==> src/logic/guard_pkg.sv <==
// Constants for the timeout guard block
package guard_pkg;
  // ----------------------------------------
  // Register addresses
  // ----------------------------------------
  localparam logic [7:0] reset_cause_addr   = 8'ha1;
  localparam logic [7:0] guard_control_addr = 8'hb6;
  localparam logic [7:0] guard_refresh_addr = 8'hb7;
  localparam logic [7:0] timed_access_addr  = 8'hf7;
  // ----------------------------------------
  // Field positions and reset values
  // ----------------------------------------
  localparam int         enable_bit_pos    = 5;
  localparam int         guard_flag_pos    = 3;
  localparam logic [7:0] control_reset_val = 8'h04;
  localparam logic [3:0] divider_reset_val = 4'h4;
  localparam logic [7:0] control_write_mask = 8'h2f;
  // ----------------------------------------
  // Key values
  // ----------------------------------------
  localparam logic [7:0] refresh_key_val = 8'h55;
  localparam logic [7:0] unlock_key_one  = 8'h55;
  localparam logic [7:0] unlock_key_two  = 8'haa;
  localparam logic [7:0] unlock_key_three = 8'h5a;
  // ----------------------------------------
  // Timing
  // ----------------------------------------
  localparam int rc_freq_khz    = 250;
  localparam int counter_width  = 8;
  localparam int prescale_width = 15;
  // Unlock sequence states
  typedef enum logic [1:0] {key_idle, key_got_one, key_got_two, key_open} key_state_type;
endpackage : guard_pkg

==> src/logic/timeout_guard.sv <==
// Watchdog counter with timed-access control and reset-cause flag
//
// Overview of operation
// - 8-bit up-counter, overflow requests chip reset
// - External reset disables guard, clears registers
// - Runs on RC clock tick, also during sleep
// - Enabled timeout resets chip in any mode
// - Divider two to select power, 256-period timeout
// - Divider field resets to 0100b
// - Inhibit option sampled at reset forces disable
// - Enable with inhibit clear starts counting
// - Every reset clears the enable bit
// - Software cannot stop a started counter
// - Writing 0x55 to refresh register clears counter
// - Overflow sets guard flag bit 3, resets
// - Flag cleared by software, external, power-on
// - Control writable only after 55,aa,5a sequence
// - Enable bit 5, divider bits 3:0, reset 04
`timescale 1ns/1ps
module timeout_guard (
  input  wire logic       mclk,
  input  wire logic       rst,
  input  wire logic       ext_reset,
  input  wire logic       por_reset,
  input  wire logic       rc_clk,
  input  wire logic       guard_inhibit_option,
  input  wire logic       sfr_wr,
  input  wire logic       sfr_rd,
  input  wire logic [7:0] sfr_addr,
  input  wire logic [7:0] sfr_wdata,
  output logic      [7:0] sfr_rdata,
  output logic            chip_reset_req
);
  import guard_pkg::*;

  // ----------------------------------------
  // State
  // ----------------------------------------
  typedef struct packed {
    logic [2:0]                rc_sync;     // RC clock sampler, bit0 is first stage
    logic [prescale_width-1:0] prescale;    // Divider chain on RC ticks
    logic [counter_width-1:0]  count;       // Guard counter
    logic                      running;     // Counter has started
    logic                      enable;      // Enable bit
    logic [3:0]                divider;     // Divider select
    logic                      inhibit;     // Inhibit option caught at reset
    logic                      guard_flag;  // Guard reset flag
    key_state_type             key_state;   // Unlock progress
    logic [7:0]                rdata;       // Read data
    logic                      reset_req;   // Reset request out
  } state_type;

  state_type cur_ff;  // Registered state
  state_type nxt_ff;  // Next state

  // ----------------------------------------
  // Internal strobes
  // ----------------------------------------
  logic rc_tick;      // One tick per RC rising edge
  logic div_tick;     // One tick per divided clock period
  logic wr_control;   // Control register write accepted

  // ----------------------------------------
  // Helper functions
  // ----------------------------------------
  // Divided clock tick: all lower prescale bits at one on an RC tick
  function automatic logic div_done(input logic [prescale_width-1:0] pre,
                                    input logic [3:0] sel);
    logic [prescale_width-1:0] mask;
    mask = (prescale_width'(1) << sel) - prescale_width'(1);
    return (pre & mask) == mask;
  endfunction : div_done

  // ----------------------------------------
  // Next-state logic
  // ----------------------------------------
  always_comb begin
    nxt_ff = cur_ff;
    // Only second and third stages are examined
    nxt_ff.rc_sync = {cur_ff.rc_sync[1:0], rc_clk};
    rc_tick = cur_ff.rc_sync[1] & ~cur_ff.rc_sync[2];
    div_tick = rc_tick & div_done(cur_ff.prescale, cur_ff.divider);
    wr_control = sfr_wr && sfr_addr == guard_control_addr && cur_ff.key_state == key_open;
    nxt_ff.reset_req = 1'b0;

    // ----------------------------------------
    // Prescaler and guard counter
    // ----------------------------------------
    // Prescaler runs freely on the RC tick
    if (rc_tick) begin
      nxt_ff.prescale = cur_ff.prescale + prescale_width'(1);
    end
    // Counter start once enabled and not inhibited
    if (cur_ff.enable && !cur_ff.inhibit) begin
      nxt_ff.running = 1'b1;
    end
    if (cur_ff.running && div_tick) begin
      nxt_ff.count = cur_ff.count + counter_width'(1);
      if (&cur_ff.count) begin
        nxt_ff.guard_flag = 1'b1;
        nxt_ff.reset_req = 1'b1;
      end
    end

    // ----------------------------------------
    // Register writes
    // ----------------------------------------
    // Timed-access unlock sequence
    if (sfr_wr && sfr_addr == timed_access_addr) begin
      case (cur_ff.key_state)
        // Waiting for the first key
        key_idle: begin
          nxt_ff.key_state = (sfr_wdata == unlock_key_one) ? key_got_one : key_idle;
        end
        // First key seen, second expected
        key_got_one: begin
          nxt_ff.key_state = (sfr_wdata == unlock_key_two) ? key_got_two : key_idle;
        end
        // Second key seen, last expected
        key_got_two: begin
          nxt_ff.key_state = (sfr_wdata == unlock_key_three) ? key_open : key_idle;
        end
        // Open lock: a new first key restarts the sequence
        default: begin
          nxt_ff.key_state = (sfr_wdata == unlock_key_one) ? key_got_one : key_idle;
        end
      endcase
    end
    // Control write closes the lock again
    if (wr_control) begin
      nxt_ff.enable = sfr_wdata[enable_bit_pos];
      nxt_ff.divider = sfr_wdata[3:0];
      nxt_ff.key_state = key_idle;
    end
    // Refresh key clears the counter
    if (sfr_wr && sfr_addr == guard_refresh_addr && sfr_wdata == refresh_key_val) begin
      nxt_ff.count = '0;
    end
    // Software clears the flag by writing zero to bit 3; overflow set wins
    if (sfr_wr && sfr_addr == reset_cause_addr && !sfr_wdata[guard_flag_pos]
        && !nxt_ff.reset_req) begin
      nxt_ff.guard_flag = 1'b0;
    end

    // ----------------------------------------
    // Read path
    // ----------------------------------------
    // Read mux
    case (sfr_addr)
      guard_control_addr: nxt_ff.rdata = {2'b00, cur_ff.enable, 1'b0, cur_ff.divider};
      reset_cause_addr:   nxt_ff.rdata = 8'(cur_ff.guard_flag) << guard_flag_pos;
      default:            nxt_ff.rdata = 8'h00;
    endcase
    if (!sfr_rd) begin
      nxt_ff.rdata = 8'h00;
    end

    // ----------------------------------------
    // Chip resets
    // ----------------------------------------
    // Any reset of the chip ends counting and clears enable
    if (cur_ff.reset_req || ext_reset || por_reset) begin
      nxt_ff.enable = 1'b0;
      nxt_ff.running = 1'b0;
      nxt_ff.count = '0;
      nxt_ff.divider = divider_reset_val;
      nxt_ff.key_state = key_idle;
      nxt_ff.inhibit = guard_inhibit_option;
    end
    if (ext_reset || por_reset) begin
      nxt_ff.guard_flag = 1'b0;
    end
  end

  // ----------------------------------------
  // State register
  // ----------------------------------------
  always_ff @(posedge mclk) begin
    if (rst) begin
      cur_ff <= '{rc_sync: 3'h0, prescale: '0, count: '0, running: 1'b0, enable: 1'b0,
                  divider: divider_reset_val, inhibit: 1'b1, guard_flag: 1'b0,
                  key_state: key_idle, rdata: 8'h00, reset_req: 1'b0};
    end else begin
      cur_ff <= nxt_ff;
    end
  end

  // ----------------------------------------
  // Outputs
  // ----------------------------------------
  // Both outputs come straight from the state register
  assign sfr_rdata = cur_ff.rdata;
  assign chip_reset_req = cur_ff.reset_req;

  // ----------------------------------------
  // Assertions
  // ----------------------------------------
  a_overflow_resets: assert property (@(posedge mclk) disable iff (rst)
    (cur_ff.running && div_tick && &cur_ff.count && !ext_reset && !por_reset)
      |=> chip_reset_req && cur_ff.guard_flag) else $error("overflow lost");
  a_inhibit_blocks: assert property (@(posedge mclk) disable iff (rst)
    cur_ff.inhibit |-> !cur_ff.running) else $error("inhibited guard runs");
  a_refresh_clears: assert property (@(posedge mclk) disable iff (rst)
    (sfr_wr && sfr_addr == guard_refresh_addr && sfr_wdata == refresh_key_val)
      |=> cur_ff.count == '0) else $error("refresh missed");
  a_no_stop: assert property (@(posedge mclk) disable iff (rst)
    (cur_ff.running && !chip_reset_req && !ext_reset && !por_reset) |=> cur_ff.running)
    else $error("guard stopped");
  a_locked_write: assert property (@(posedge mclk) disable iff (rst)
    (sfr_wr && sfr_addr == guard_control_addr && cur_ff.key_state != key_open
     && !ext_reset && !por_reset && !chip_reset_req)
      |=> $stable(cur_ff.enable) && $stable(cur_ff.divider)) else $error("locked write");
  a_reset_clears_en: assert property (@(posedge mclk) disable iff (rst)
    chip_reset_req |=> !cur_ff.enable && !cur_ff.running) else $error("enable kept");
  a_flag_kept: assert property (@(posedge mclk) disable iff (rst)
    (cur_ff.guard_flag && !sfr_wr && !ext_reset && !por_reset) |=> cur_ff.guard_flag)
    else $error("flag lost");
  a_divider_reset: assert property (@(posedge mclk) disable iff (rst)
    (ext_reset || por_reset) |=> cur_ff.divider == divider_reset_val)
    else $error("divider not reset");
  a_count_step: assert property (@(posedge mclk) disable iff (rst)
    (!div_tick && !ext_reset && !por_reset && !chip_reset_req) |=> $stable(cur_ff.count)
      || cur_ff.count == '0) else $error("count moved");
  c_unlock: cover property (@(posedge mclk) cur_ff.key_state == key_open);
  c_timeout: cover property (@(posedge mclk) chip_reset_req);
  c_refresh: cover property (@(posedge mclk) cur_ff.running && sfr_wr
    && sfr_addr == guard_refresh_addr);
  // Guard inhibited although software set the enable bit
  c_inhibit_hold: cover property (@(posedge mclk) cur_ff.inhibit && cur_ff.enable);
  // Software writes the cause register while a flag left by a guard timeout is set
  c_soft_clear: cover property (@(posedge mclk) cur_ff.guard_flag && sfr_wr
    && sfr_addr == reset_cause_addr);

  // ----------------------------------------
  // Further checks on flags, access and sampling
  // ----------------------------------------

  // Software write of zero to the flag bit clears it
  // unless an overflow sets it in the same cycle
  a_flag_soft_clear: assert property (@(posedge mclk) disable iff (rst)
    (sfr_wr && sfr_addr == reset_cause_addr && !sfr_wdata[guard_flag_pos]
     && !(cur_ff.running && div_tick && &cur_ff.count)) |=> !cur_ff.guard_flag)
    else $error("flag not cleared by software");

  // External and power-on resets leave the flag clear
  // whatever happened in the same cycle
  a_flag_hw_clear: assert property (@(posedge mclk) disable iff (rst)
    (ext_reset || por_reset) |=> !cur_ff.guard_flag)
    else $error("flag kept over hardware reset");

  // The reset request is a single-cycle pulse
  // because the counter wraps to zero as the request is raised
  a_req_one_cycle: assert property (@(posedge mclk) disable iff (rst)
    chip_reset_req |=> !chip_reset_req)
    else $error("reset request too long");

  // An unlocked control write takes both fields
  // exactly as written
  a_open_write: assert property (@(posedge mclk) disable iff (rst)
    (wr_control && !ext_reset && !por_reset && !chip_reset_req)
      |=> cur_ff.divider == $past(sfr_wdata[3:0])
      && cur_ff.enable == $past(sfr_wdata[enable_bit_pos])) else $error("open write lost");

  // Each accepted control write closes the lock
  // so a second write needs a new key sequence
  a_write_relocks: assert property (@(posedge mclk) disable iff (rst)
    wr_control |=> cur_ff.key_state == key_idle)
    else $error("lock left open");

  // Read data is zero outside a read
  // so stale values never reach the bus
  a_read_idle_zero: assert property (@(posedge mclk) disable iff (rst)
    !sfr_rd |=> sfr_rdata == 8'h00)
    else $error("read data without read");

  // Control read shows enable at bit 5, divider at 3:0
  // and zero in the unused bits
  a_control_read: assert property (@(posedge mclk) disable iff (rst)
    (sfr_rd && sfr_addr == guard_control_addr) |=> sfr_rdata[7:6] == 2'b00
      && sfr_rdata[4] == 1'b0 && sfr_rdata[enable_bit_pos] == $past(cur_ff.enable)
      && sfr_rdata[3:0] == $past(cur_ff.divider)) else $error("control read wrong");

  // The inhibit option is caught at every hardware reset
  // and held until the next chip reset, guard timeout included
  a_inhibit_sampled: assert property (@(posedge mclk) disable iff (rst)
    (ext_reset || por_reset) |=> cur_ff.inhibit == $past(guard_inhibit_option))
    else $error("option not sampled");

  // An idle guard holds its counter at zero
  // so counting starts from the beginning
  a_idle_count_zero: assert property (@(posedge mclk) disable iff (rst)
    !cur_ff.running |-> cur_ff.count == '0)
    else $error("idle counter not zero");

  // The prescaler advances by one on each RC tick
  // which sets the divided clock period
  a_prescale_step: assert property (@(posedge mclk) disable iff (rst)
    rc_tick |=> cur_ff.prescale == $past(cur_ff.prescale) + prescale_width'(1))
    else $error("prescaler step wrong");

  // The RC sampler shifts one stage per system clock
  // so the edge detector sees settled stages only
  a_sync_shift: assert property (@(posedge mclk) disable iff (rst)
    1'b1 |=> cur_ff.rc_sync[2:1] == $past(cur_ff.rc_sync[1:0]))
    else $error("sampler did not shift");
endmodule : timeout_guard

==> config.mk <==
export PLATFORM = sky130hd
export DESIGN_NAME = timeout_guard
export DESIGN_NICKNAME = d
export VERILOG_FILES = /design/src/logic/guard_pkg.sv /design/src/logic/timeout_guard.sv
export SDC_FILE = /design/constraint.sdc
export NUM_CORES = 1
export LEC_CHECK = 0
export BUFFER_PORTS_ARGS = -buffer_cell sky130_fd_sc_hd__buf_2
export CAP_MARGIN = 0
export CELL_PAD_IN_SITES_DETAIL_PLACEMENT = 0
export CELL_PAD_IN_SITES_GLOBAL_PLACEMENT = 1
export CORE_ASPECT_RATIO = 1.75
export CORE_MARGIN = 1
export CORE_UTILIZATION = 43
export CTS_CLUSTER_DIAMETER = 120
export DETAILED_ROUTE_END_ITERATION = 6
export PLACE_DENSITY = 0.8
export RECOVER_POWER = 100
export SYNTH_ARGS = -nofsm -noshare
export SYNTH_HDL_FRONTEND = slang
export SYNTH_SLANG_ARGS = --single-unit
==> constraint.sdc <==
create_clock -name mclk -period 8.02 [get_ports mclk]
set_clock_uncertainty 0.1 [all_clocks]
set_input_delay 1.203 -clock mclk [delete_from_list [all_inputs] [get_ports mclk]]
set_output_delay 1.203 -clock mclk [all_outputs]
set_load 0.05 [all_outputs]
==> metrics.txt <==
Total Power 0.397 mW; Worst Slack Setup Final ~4.3 ns; Reg clk slew, reported paths 0.08 ns; layout cells sized above 1 0.118; asr flop ratio synth 0; Detailed Route Iter0 Violations approximately 110; CTS Sinks 42; area share of the leading cell type in the synthesized netlist 0.361; Logic pwr share 0.048; hold crit path type reg -> reg; fmax approximately 270 MHz; CTS tree built; Layout Utilization 0.477; status finished, violations left; most common cell after layout, fill and taps aside dfxtp_1; FILL cells 550; DP Cell Count around 340; PortBufs 29; GRT Util Overall 0.194; DRT Pass-1 Iters 6; Synth Cell Area 2330 µm²; largest net degree at the start of global routing 26; pre-CTS WS 4.41 ns; global-route wire length before repair just under 9000 µm; fin. max-slew vios 0; Setup crit end kind flip-flop; Reg power frac 0.530; core box area 5260 µm²; pwr dens 159 nW/µm²; via density per instance approximately 5.8; number of gates resized after CTS 0; synthesized area per cell 8.59 µm²; Startpoint Class flip-flop; violated checks DRC; final std cells w/o fill 344; TritonCTS Buffers 5; RSZ-0062 raised after global routing false; dpl cell area 2430 µm²; synthesized flop and latch total 42; Starting Density 0.443; # H-tree levels 2; # hold bufs at CTS 0; Sw Pwr 0.0806 mW; Cell variety after synth 57; Cells after Synth 271; gpl congestion 0.867; Worst-Margin Slew 1.07 ns; clk_lat worst skew approximately 0.29 ns; setup total negative slack 0 ns; Root Buffer clkbuf_8; Die Ht 99.3 µm; Post-DRT Antenna Nets 0; initial antenna violation count 0; Clock power frac 0.422; Sw Ratio 0.203; P&R area growth vs syn 7.58%; Seq/Total Area, Yosys 0.361; most frequent cells in the layout dfxtp_1 (42), nor2_1 (23), buf_2 (21), a21oi_1 (19), nand2_1 (14); internal power contribution between 0.3 and 0.4 mW; crit share post-route 0.468; die area 5720 µm²; Slew HR 0.288; DR DRC count 1; global route overflow 0; WS Path Type reg -> reg; vias in the first global route 1966; Leak Pwr 0.858 nW; Max-cap violations 0; Hold Violations, Final 0; WL/cell about 15 µm; Worst Path Arrival 3.82 ns; Post-CTS Setup Bufs 0; final setup violation count 0; worst path required time between 8 and 9 ns; top area cells in the synthesized netlist dfxtp_1 (36%), a21oi_1 (4.1%), nor2_1 (3.7%); Syn. warnings 0; VDD IR max ~0.14 mV; Crit Path Max Fanout 16; post-layout min period around 3.8 ns; diode count 0; Post-synth EDFFs 0; IO Pins 33; leading area contributor after synthesis dfxtp_1; Cell Rows 35; final wirelength 5030 µm; clk buf depth 2; Fin Hold WS ~0.35 ns; nets 319; DIE WIDTH 57.6 µm; DP Wirelength 3790 µm; Final Instance Area between 2000 and 3000 µm²; via count 2007; most common flop cell mapped by yosys dfxtp_1
[routing by layer]
metal  GRT usage  vias up  share of wire
met5           0        -              0
met4      0.0844        0          0.021
met3      0.0338        9          0.020
met2       0.338       29           0.52
met1       0.226      942           0.44
li1            -     1027              -
[cell type report]
cell class | instances | area, µm² | share of cell area
Tap cell | 55 | 68.8 | 0.0275
Multi-Input combinational cell | 201 | 1310 | 0.523
Clock inverter | 1 | 30.0 | 0.0120
Timing Repair Buffer | 29 | 135 | 0.0539
Sequential cell | 42 | 841 | 0.336
Inverter | 10 | 37.5 | 0.0150
Clock buffer | 6 | 82.6 | 0.0330
[cell usage after synthesis, types with 4 or more instances]
master / n
a21oi_1: 19
and2_1: 4
and4_1: 4
buf_4: 11
clkbuf_1: 6
dfxtp_1: 42
ha_1: 6
inv_1: 10
mux2i_1: 6
nand2_1: 14
nand3_1: 13
nand4_1: 6
nor2_1: 23
nor2b_1: 5
nor3_1: 9
o211ai_1: 4
o21ai_0: 7
o31ai_1: 5
or3_1: 6
or4_1: 7
xnor2_1: 7
xor2_1: 4
[registers in the layout, summed over array words and instances, names as in the netlist]
register and count:
chip_reset_req 1, sfr_rdata 5, cur_ff 36
[critical path: stages, from the launching register on]
cell	delay [ns]
dfxtp_1	0.66
inv_1	0.22
nand3_1	0.12
ha_1	0.47
nor3b_1	0.14
and3_1	0.19
a31o_1	0.19
a2111o_1	0.56
or4_1	0.61
a2111oi_0	0.37
[path summary, 6_finish.rpt]
path	from	to	slack, ns	depth (start not counted)
hold reg to reg	cur_ff[42]	cur_ff[43]	0.35	1
setup / recovery	cur_ff[16]	cur_ff[11]	4.27	9
setup reg to reg	cur_ff[16]	cur_ff[11]	4.27	9
hold / removal	cur_ff[42]	cur_ff[43]	0.35	1
[cell families (layout without fill, tap and decap cells)]
logic type               count (synthesis)  in the layout  synth area share
AND/OR/NAND/NOR                        119            119             0.299
AO/OA/AOI/OAI                           56             56             0.171
flip-flops                              42             42             0.361
buffers and inverters                   30             46            0.0677
XOR/XNOR                                11             11            0.0414
adder cells (fa/ha/maj)                  6              6            0.0322
multiplexers                             6              6            0.0258
other                                    1              3           0.00161
[power by group through the flow]
| stage | logic (mW) | clock network, mW | registers (mW) |
|---|---|---|---|
| finish | 0.0190 | 0.168 | 0.211 |
| global placement | 0.0196 | 0 | 0.216 |
| global route | 0.0211 | 0.182 | 0.211 |
| CTS | 0.0197 | 0.172 | 0.211 |
| detailed placement | 0.0196 | 0 | 0.215 |
| floorplan | 0.0114 | 0 | 0.215 |
No activity file was read; power rests on OpenSTA's default activity.
